## src/hdl/csw_pkg.sv

```systemverilog
// constants, codes and types shared by the clocked serial word port
package csw_pkg;

  // register byte offsets on the apb side
  localparam logic [7:0] OFS_CTRL_ONE   = 8'h00;
  localparam logic [7:0] OFS_CTRL_TWO   = 8'h04;
  localparam logic [7:0] OFS_STATE      = 8'h08;
  localparam logic [7:0] OFS_DBR_BASE   = 8'h20;
  localparam int         DBR_IDX_LSB    = 2;
  localparam int         DBR_IDX_MSB    = 4;
  localparam int         DBR_SEL_LSB    = 5;

  // serial_control_one fields
  localparam int RUN_BIT_POS   = 7;
  localparam int ABORT_BIT_POS = 6;
  localparam int MODE_MSB      = 5;
  localparam int MODE_LSB      = 3;
  localparam int CSEL_MSB      = 2;
  localparam int CSEL_LSB      = 0;

  // serial_control_two fields
  localparam int WCNT_MSB = 2;
  localparam int WCNT_LSB = 0;

  // serial_state_reg fields
  localparam int BUSY_POS  = 7;
  localparam int SHIFT_POS = 6;

  // transfer modes
  localparam logic [2:0] MODE_TX4   = 3'h2;
  localparam logic [2:0] MODE_TXRX8 = 3'h4;
  localparam logic [2:0] MODE_RX8   = 3'h5;
  localparam logic [2:0] MODE_RX4   = 3'h6;

  // clock select codes
  localparam logic [2:0] CSEL_MAX_INT = 3'h5;
  localparam logic [2:0] CSEL_UNUSED  = 3'h6;
  localparam logic [2:0] CSEL_EXT     = 3'h7;

  // divider exponents of main_clock_freq per clock select code 000..101
  localparam logic [3:0] CLK_EXP_0 = 4'hd;
  localparam logic [3:0] CLK_EXP_1 = 4'h8;
  localparam logic [3:0] CLK_EXP_2 = 4'h7;
  localparam logic [3:0] CLK_EXP_3 = 4'h6;
  localparam logic [3:0] CLK_EXP_4 = 4'h5;
  localparam logic [3:0] CLK_EXP_5 = 4'h4;

  // least external clock pulse, in main_clock_freq periods
  localparam int EXT_PULSE_FC_CYC = 16;

  // word geometry
  localparam logic [2:0] LAST_BIT_4 = 3'h3;
  localparam logic [2:0] LAST_BIT_8 = 3'h7;
  localparam logic [7:0] DUMMY_WORD = 8'hff;
  localparam logic [3:0] NIBBLE_ZERO = 4'h0;

  typedef enum logic [1:0] {
    ST_IDLE  = 2'b00,
    ST_SHIFT = 2'b01,
    ST_WAIT  = 2'b10
  } csw_state_t;

  typedef struct packed {
    csw_state_t      state;
    logic            run;
    logic [2:0]      mode;
    logic [2:0]      csel;
    logic [2:0]      wcnt;
    logic [7:0][7:0] data_buffer_regs;
    logic [2:0]      widx;
    logic [2:0]      bidx;
    logic [7:0]      tx_sh;
    logic [7:0]      rx_sh;
    logic            need_svc;
    logic            dummy;
    logic            sck_o;
    logic [11:0]     div;
    logic            s1;
    logic            s2;
    logic            s3;
    logic            so;
    logic            irq;
    logic [31:0]     prdata;
  } csw_st_t;

endpackage

```

## src/hdl/csw_port.sv

```systemverilog
// clocked serial word port: apb registers, shift clock, word shifter
//
// Overview of operation
// - shift clock comes from internal divider or external pin per clock select.
// - codes 000..101 pick six divided rates, 111 external, 110 unused.
// - internal clock drives the shift clock pin high when a transfer starts.
// - internal clock freezes and next shift waits until buffers are serviced.
// - outgoing bits change on the falling edge of the shift clock.
// - incoming bits are captured on the rising edge of the shift clock.
// - 4-bit words use the low nibble; received upper nibble is zero.
// - each word goes least significant bit first.
// - up to 8 words per round; done pulse once the count is moved.
// - software loads buffers then sets run; device then shifts words out.
// - transmit raises done after last counted word when buffer empties.
// - internal transmit waits for new data; any word write releases it.
// - a write to an unused buffer also releases the transmit wait.
// - clearing run ends after current words; abort ends at once.
// - external clock, run still set without new data: dummy word then end.
// - receive stores each word into next buffer; done after counted words.
// - internal rx4/rx8 receive waits until any buffer, used or unused, is read; txrx8 waits for a write.
// - external receive with unread data drops the word and ends reception.
// - receive run clear stores current word then ends; abort discards it.
// - modes 010 tx4, 100 txrx8, 101 rx8, 110 rx4; others reserved.
// - busy flag reads 1 while transferring, 0 once terminated.
// - word count 000..111 means 1..8 words, buffers used from lowest upward.
`timescale 1ns/10ps
module csw_port
  import csw_pkg::*;
#(
  parameter int ADDR_W = 8
)
(
  input  wire logic              pclk,
  input  wire logic              presetn,
  input  wire logic              psel,
  input  wire logic              penable,
  input  wire logic              pwrite,
  input  wire logic [ADDR_W-1:0] paddr,
  input  wire logic [31:0]       pwdata,
  output      logic [31:0]       prdata,
  output      logic              pready,
  output      logic              pslverr,
  input  wire logic              sck_i,
  output      logic              sck_o,
  output      logic              sck_oe_n,
  input  wire logic              si,
  output      logic              so,
  output      logic              transfer_done_irq
);

  csw_st_t    q_reg;
  csw_st_t    q_next;

  logic       setup_ph;
  logic       acc_ph;
  logic       wr_acc;
  logic       rd_acc;
  logic       dbr_hit;
  logic [2:0] dbr_idx;
  logic       addr_hit;
  logic       internal;
  logic       is_tx;
  logic       is_rx;
  logic       four;
  logic [2:0] last_bit;
  logic [3:0] exp_sel;
  logic [11:0] half_cnt;
  logic       fall_ev;
  logic       rise_ev;
  logic       last_w;
  logic       ovr;
  logic       stop_now;
  logic       start_ev;
  logic       abort_ev;
  logic       store_ev;
  logic       ovr_ev;
  logic [7:0] load_word;
  logic [7:0] pick_word;
  logic [7:0] rx_word;
  logic [2:0] wr_mode;
  logic [2:0] wr_csel;
  logic       wr_mode_ok;

  assign setup_ph = psel & ~penable;
  assign acc_ph   = psel & penable;
  assign wr_acc   = acc_ph & pwrite;
  assign rd_acc   = acc_ph & ~pwrite;
  assign dbr_hit  = paddr[ADDR_W-1:DBR_SEL_LSB] == OFS_DBR_BASE[ADDR_W-1:DBR_SEL_LSB];
  assign dbr_idx  = paddr[DBR_IDX_MSB:DBR_IDX_LSB];
  assign addr_hit = dbr_hit | (paddr == OFS_CTRL_ONE) | (paddr == OFS_CTRL_TWO) | (paddr == OFS_STATE);

  assign internal = q_reg.csel != CSEL_EXT;
  assign is_tx    = (q_reg.mode == MODE_TX4) | (q_reg.mode == MODE_TXRX8);
  assign is_rx    = (q_reg.mode == MODE_RX4) | (q_reg.mode == MODE_RX8) | (q_reg.mode == MODE_TXRX8);
  assign four     = (q_reg.mode == MODE_TX4) | (q_reg.mode == MODE_RX4);
  assign last_bit = four ? LAST_BIT_4 : LAST_BIT_8;

  assign wr_mode  = pwdata[MODE_MSB:MODE_LSB];
  assign wr_csel  = pwdata[CSEL_MSB:CSEL_LSB];
  assign wr_mode_ok = ((wr_mode == MODE_TX4) | (wr_mode == MODE_TXRX8) | (wr_mode == MODE_RX8)
                      | (wr_mode == MODE_RX4)) & (wr_csel != CSEL_UNUSED);

  always_comb
  begin
    case (q_reg.csel)
      3'h0:    exp_sel = CLK_EXP_0;
      3'h1:    exp_sel = CLK_EXP_1;
      3'h2:    exp_sel = CLK_EXP_2;
      3'h3:    exp_sel = CLK_EXP_3;
      3'h4:    exp_sel = CLK_EXP_4;
      default: exp_sel = CLK_EXP_5;
    endcase
  end

  // half a bit period, so one full sck period is 2^exp pclk cycles
  assign half_cnt = 12'((13'h1 << (exp_sel - 4'h1)) - 13'h1);

  always_comb
  begin
    q_next    = q_reg;
    q_next.irq = 1'b0;
    fall_ev   = 1'b0;
    rise_ev   = 1'b0;
    last_w    = 1'b0;
    ovr       = 1'b0;
    stop_now  = 1'b0;
    start_ev  = 1'b0;
    abort_ev  = 1'b0;
    store_ev  = 1'b0;
    ovr_ev    = 1'b0;
    load_word = q_reg.data_buffer_regs[q_reg.widx];
    pick_word = q_reg.tx_sh;
    rx_word   = q_reg.rx_sh;

    // two-stage sync then edge detect on the second stage
    q_next.s1 = sck_i;
    q_next.s2 = q_reg.s1;
    q_next.s3 = q_reg.s2;

    // any buffer write, used or not, releases the transmit wait
    if (wr_acc && dbr_hit && is_tx)
      q_next.need_svc = 1'b0;
    // any buffer read releases the receive wait in rx4 and rx8 modes only
    if (rd_acc && dbr_hit && is_rx && !is_tx)
      q_next.need_svc = 1'b0;
    if (wr_acc && dbr_hit)
      q_next.data_buffer_regs[dbr_idx] = pwdata[7:0];

    case (q_reg.state)
      ST_IDLE:
      begin
        q_next.sck_o = 1'b1;
      end
      ST_SHIFT:
      begin
        if (internal)
        begin
          if (q_reg.div == half_cnt)
          begin
            q_next.div   = '0;
            q_next.sck_o = ~q_reg.sck_o;
            fall_ev      = q_reg.sck_o;
            rise_ev      = ~q_reg.sck_o;
          end
          else
          begin
            q_next.div = q_reg.div + 12'h1;
          end
        end
        else
        begin
          fall_ev = q_reg.s3 & ~q_reg.s2;
          rise_ev = ~q_reg.s3 & q_reg.s2;
        end

        if (fall_ev && is_tx)
        begin
          // external clock with no fresh data sends a dummy word
          if (!internal && q_reg.need_svc && q_reg.widx == 3'h0)
          begin
            load_word     = DUMMY_WORD;
            q_next.dummy  = 1'b1;
          end
          if (q_reg.bidx == 3'h0)
          begin
            pick_word    = load_word;
            q_next.tx_sh = load_word;
          end
          q_next.so = pick_word[q_reg.bidx];
        end

        if (rise_ev)
        begin
          rx_word[q_reg.bidx] = si;
          q_next.rx_sh        = rx_word;
          if (q_reg.bidx != last_bit)
          begin
            q_next.bidx = q_reg.bidx + 3'h1;
          end
          else
          begin
            q_next.bidx = 3'h0;
            // count code n means n+1 words
            last_w = q_reg.widx == q_reg.wcnt;
            ovr    = is_rx && !internal && q_reg.need_svc;
            ovr_ev = ovr;
            if (is_rx && !ovr)
            begin
              store_ev = 1'b1;
              if (four)
                q_next.data_buffer_regs[q_reg.widx] = {NIBBLE_ZERO, rx_word[3:0]};
              else
                q_next.data_buffer_regs[q_reg.widx] = rx_word;
            end
            if (last_w && !ovr)
            begin
              q_next.irq      = 1'b1;
              q_next.need_svc = 1'b1;
              q_next.widx     = 3'h0;
            end
            else
            begin
              q_next.widx = q_reg.widx + 3'h1;
            end
            // run clear ends at a boundary, a dummy word ends at once
            stop_now = ovr | (is_rx & ~q_reg.run) | (last_w & ~q_reg.run) | q_reg.dummy;
            if (stop_now)
            begin
              q_next.state    = ST_IDLE;
              q_next.need_svc = 1'b0;
            end
            else if (internal && last_w)
            begin
              q_next.state = ST_WAIT;
            end
          end
        end
      end
      ST_WAIT:
      begin
        // sck holds high; count may be rewritten here
        if (!q_next.need_svc)
        begin
          q_next.state = ST_SHIFT;
          q_next.div   = '0;
        end
      end
      default:
      begin
        q_next.state = ST_IDLE;
      end
    endcase

    if (wr_acc && paddr == OFS_CTRL_TWO)
      q_next.wcnt = pwdata[WCNT_MSB:WCNT_LSB];

    if (wr_acc && paddr == OFS_CTRL_ONE)
    begin
      q_next.mode = wr_mode;
      q_next.csel = wr_csel;
      q_next.run  = pwdata[RUN_BIT_POS];
      // abort ends at once, word in progress discarded
      if (pwdata[ABORT_BIT_POS])
      begin
        abort_ev        = 1'b1;
        q_next.state    = ST_IDLE;
        q_next.sck_o    = 1'b1;
        q_next.need_svc = 1'b0;
        q_next.bidx     = 3'h0;
        q_next.widx     = 3'h0;
      end
      else if (pwdata[RUN_BIT_POS] && q_reg.state == ST_IDLE && wr_mode_ok)
      begin
        start_ev        = 1'b1;
        q_next.state    = ST_SHIFT;
        q_next.widx     = 3'h0;
        q_next.bidx     = 3'h0;
        q_next.div      = '0;
        q_next.sck_o    = 1'b1;
        q_next.need_svc = 1'b0;
        q_next.dummy    = 1'b0;
      end
    end

    // read data is latched in the setup phase so it comes from a flop
    if (setup_ph && !pwrite)
    begin
      q_next.prdata = '0;
      if (dbr_hit)
        q_next.prdata[7:0] = q_reg.data_buffer_regs[dbr_idx];
      else if (paddr == OFS_STATE)
      begin
        q_next.prdata[BUSY_POS]  = q_reg.state != ST_IDLE;
        q_next.prdata[SHIFT_POS] = q_reg.state == ST_SHIFT;
      end
    end
  end

  always_ff @(posedge pclk or negedge presetn)
  begin
    if (!presetn)
    begin
      q_reg       <= '0;
      q_reg.sck_o <= 1'b1;
      q_reg.s1    <= 1'b1;
      q_reg.s2    <= 1'b1;
      q_reg.s3    <= 1'b1;
      q_reg.so    <= 1'b1;
    end
    else
    begin
      q_reg <= q_next;
    end
  end

  // no wait states: access phase always completes
  assign pready            = acc_ph;
  assign pslverr           = acc_ph & ~addr_hit;
  assign prdata            = q_reg.prdata;
  assign sck_o             = q_reg.sck_o;
  assign sck_oe_n          = ~internal;
  assign so                = q_reg.so;
  assign transfer_done_irq = q_reg.irq;
endmodule

```

## config.mk

```make
export PLATFORM = sky130hd
export DESIGN_NAME = csw_port
export DESIGN_NICKNAME = d
export VERILOG_FILES = /design/src/hdl/csw_pkg.sv /design/src/hdl/csw_port.sv
export SDC_FILE = /design/constraint.sdc
export NUM_CORES = 1
export LEC_CHECK = 0
export BUFFER_PORTS_ARGS = -buffer_cell sky130_fd_sc_hd__buf_2
export CORE_MARGIN = 1
export CORE_UTILIZATION = 60
export DETAILED_ROUTE_END_ITERATION = 8
export PLACE_DENSITY = 0.8
export SYNTH_ARGS = -nofsm -noshare
export SYNTH_HDL_FRONTEND = slang
export SYNTH_SLANG_ARGS = --single-unit
export TNS_END_PERCENT = 50
```

## constraint.sdc

```tcl
create_clock -name pclk -period 4.35 [get_ports pclk]
set_input_delay 0.435 -clock pclk [delete_from_list [all_inputs] [get_ports pclk]]
set_output_delay 0.435 -clock pclk [all_outputs]
set_load 0.05 [all_outputs]
```

==> metrics.txt <==
Setup TNS=0 ns; layout cells sized above 1=0.1950; Mapped Cells=733; vias per cell=6.644; Placed Area=approximately 0.008 mm2; fin util=0.6840; highest clock rate=around 240 MHz; sequence of cells on the critical path=nor3_1 -> or4_1 -> o31ai_1 -> nand3_1 -> inv_1 -> ha_1 -> mux2i_1 -> or4_1 -> or2_1 -> nor3_4 -> mux2i_1; dpl hpwl=13.88 mm; DR vias=6,186; CTS resizes=0; Netlist Area Pre-Place=0.007908 mm2; CP Capture Type=register; Starting Density=0.6216; Die Y=116.8 um; Worst EP required=around 4.7 ns; most frequent cells in the layout=mux2i_1 (149), dfrtp_1 (121), nand2_1 (59); Combinational Power Share=0.162; Final Net Count=804; dpl ws=approximately 0.37 ns; Root Driver=clkbuf_16; die footprint=0.01364 mm2; initial antenna violation count=0; Slowest cell on crit path=nor3_4; GRT overflow=0; Critical Path Source Type=register; Synth Warn #=0; Final ANT Viol Nets=0; Post-synth EDFFs=0; P&R area growth vs syn=10.05%; PnR worst setup slack=0.2116 ns; worst reg2reg endpoint=q_reg[99]$_DFF_PN0_; max-slew violations=0; Hold Path Cell Cnt=1; Tmin final=4.138 ns; Hold Crit Class=in2reg; CP peak stage delay=0.61 ns; Core Box Area=about 0.013 mm2; power after layout=0.003423 W; setup repair bufs after CTS=0; Post-synth ARST share=1.000; flop2flop setup slack=approximately 0.21 ns; number of top-level pins=85; TritonCTS sink count=126; vias in the first global route=between 5,000 and 6,000; Slew HR=0.3244; hold buffers post-CTS=0; Final Cell Area=0.008702 mm2; hold path endpoint=q_next[35]$_DFF_PN1_; Max VDD drop=360.1 uV; clock share of power=0.449; FF-to-FF Start=q_reg[142]$_DFFE_PN0P_; commonest non-fill, non-tap cell in the layout=mux2i_1; number of port buffers=36; Leak Pwr=4.090 nW; worst path arrival time=4.46 ns; initial drt markers=754; status=complete, no violations; PwrDens=393.3 mW/mm2; H-tree levels=4; Tightest Pin Transition=1.008 ns; CP Max Fanout=8; gr usage total=0.3211; Int Power=0.002456 W; max FFs per register=113; site row count=41; Tcrit/Tclk final=0.9514; Max Root-Sink Buffers=2; largest net degree at the start of global routing=73; Yosys reg bits=126; sw frac=0.2825; sequential area share after synthesis=0.3995; antenna cell count=0; clk slew on worst S/H paths=0.05 ns; WP buf/inv=1; Top FF cell, synth=dfrtp_1; first-pass GRT wire length=32.21 mm; DRT Wirelength=20.48 mm; RSZ-0062 raised after global routing=false; die width=116.8 um; hold_sp=sck_i; CTS tree=built; DRC Markers=0; Reg2Reg Depth=11; Sequential Power Share=0.388; cell family with most CP delay=simple AND/OR/NAND/NOR gates; Finish-stage setup viols=0; maxcap violations=0; later-pin clock latency in the skew report=0.42 ns; routed length per placed instance=22.00 um; Mean Syn Cell Area=10.79 um2; Setup CP Type=reg2reg; post-synthesis cell type count=68; CTS Buf Count=17; Net Sw Power=0.0009670 W; Final Skew=0.009829 ns; final hold vios=0; Final GP Congestion=around 0.90; 1st-pass router iterations=7
-- final cells by class --
cell class,count,area [um2]
well taps,172,215.2
multi-input cells,535,4347
fillers,916,4020
repair buffers,48,272.8
flip-flops and latches,126,3159
inverters,18,70.07
clock buffers,20,446.7
clock inverters,12,191.4
-- worst max-delay path by stage --
stage / endpoint / depth (start not counted) / slack [ns] / from
after floorplan: q_reg[100]$_DFF_PN0_ / 14 / 1.13 / q_reg[142]$_DFFE_PN0P_
after global placement: q_reg[101]$_DFF_PN0_ / 11 / 0.55 / q_reg[142]$_DFFE_PN0P_
after detailed placement: q_reg[104]$_DFF_PN0_ / 11 / 0.37 / q_reg[142]$_DFFE_PN0P_
after CTS: q_reg[99]$_DFF_PN0_ / 11 / 0.33 / q_reg[142]$_DFFE_PN0P_
after global routing: q_reg[99]$_DFF_PN0_ / 11 / 0.04 / q_reg[142]$_DFFE_PN0P_
final: q_reg[99]$_DFF_PN0_ / 11 / 0.21 / q_reg[142]$_DFFE_PN0P_
-- per-stage QoR --
stage / hold slack, ns / instances
after CTS: 0.09673 / 931
after global routing: 0.09742 / 931
after floorplan: 0.1394 / 756
after global placement: 0.3460 / 899
final: 0.1112 / 931
after detailed placement: 0.3479 / 899
-- synth_stat cells, types with 2 or more instances --
master	n	area, um2
a31oi_1	15	93.84
nor2_1	41	153.9
buf_2	6	30.03
a32oi_1	4	35.03
buf_4	32	240.2
dfstp_2	5	131.4
o211ai_1	7	52.55
mux4_2	29	653.1
nand4_1	3	18.77
o311a_1	2	20.02
a2111oi_0	2	17.52
and4b_1	2	20.02
xnor2_1	2	17.52
nand3_1	21	105.1
o31ai_1	3	22.52
inv_1	16	60.06
o21ai_0	27	135.1
xor2_1	7	61.31
and3_1	2	12.51
a21oi_1	15	75.07
nor2_4	2	22.52
nor4_1	3	18.77
nand2b_1	8	50.05
ha_1	11	137.6
o2111ai_1	2	17.52
nand2_1	59	221.5
clkbuf_1	32	120.1
nor2b_1	7	43.79
nor3b_1	7	52.55
o22ai_1	3	18.77
nor3_1	18	90.09
and3b_1	2	17.52
a41oi_1	2	17.52
mux2i_1	149	1491
dfrtp_1	121	3028
buf_1	6	22.52
and2_1	2	12.51
or4bb_1	2	22.52
nor3_4	2	32.53
or4_1	4	30.03
mux2_2	21	236.5
nand3b_1	3	22.52
-- routing by layer --
layer / vias to the layer above / share of wire / wire, um / track usage
met4: 0 / 0.043 / 886 / 0.1764
met3: 75 / 0.085 / 1751 / 0.08548
li1: 2665 / - / - / -
met1: 3092 / 0.40 / 8143 / 0.4069
met2: 354 / 0.47 / 9702 / 0.5049
met5: - / 0 / 0 / 0
-- power groups by stage --
| stage | clock network [W] | registers [W] | logic [W] |
|---|---|---|---|
| after global routing | 0.00161 | 0.00134 | 0.000603 |
| final | 0.00154 | 0.00133 | 0.000556 |
| after CTS | 0.00155 | 0.00133 | 0.000550 |
| after detailed placement | 0 | 0.00135 | 0.000546 |
| after floorplan | 0 | 0.00130 | 0.000446 |
| after global placement | 0 | 0.00134 | 0.000526 |
-- cells by family (layout without fill, tap and decap cells) --
family	count (synthesis)	after routing	share of synthesized area
AO/OA/AOI/OAI	92	92	0.07484
multiplexers	199	199	0.3011
XOR/XNOR	9	9	0.009969
other	1	24	0.0004742
buffers and inverters	95	98	0.06250
flip-flops	126	126	0.3995
adder cells (fa/ha/maj)	11	11	0.01740
AND/OR/NAND/NOR	200	200	0.1342
No activity file was read; power rests on OpenSTA's default activity.
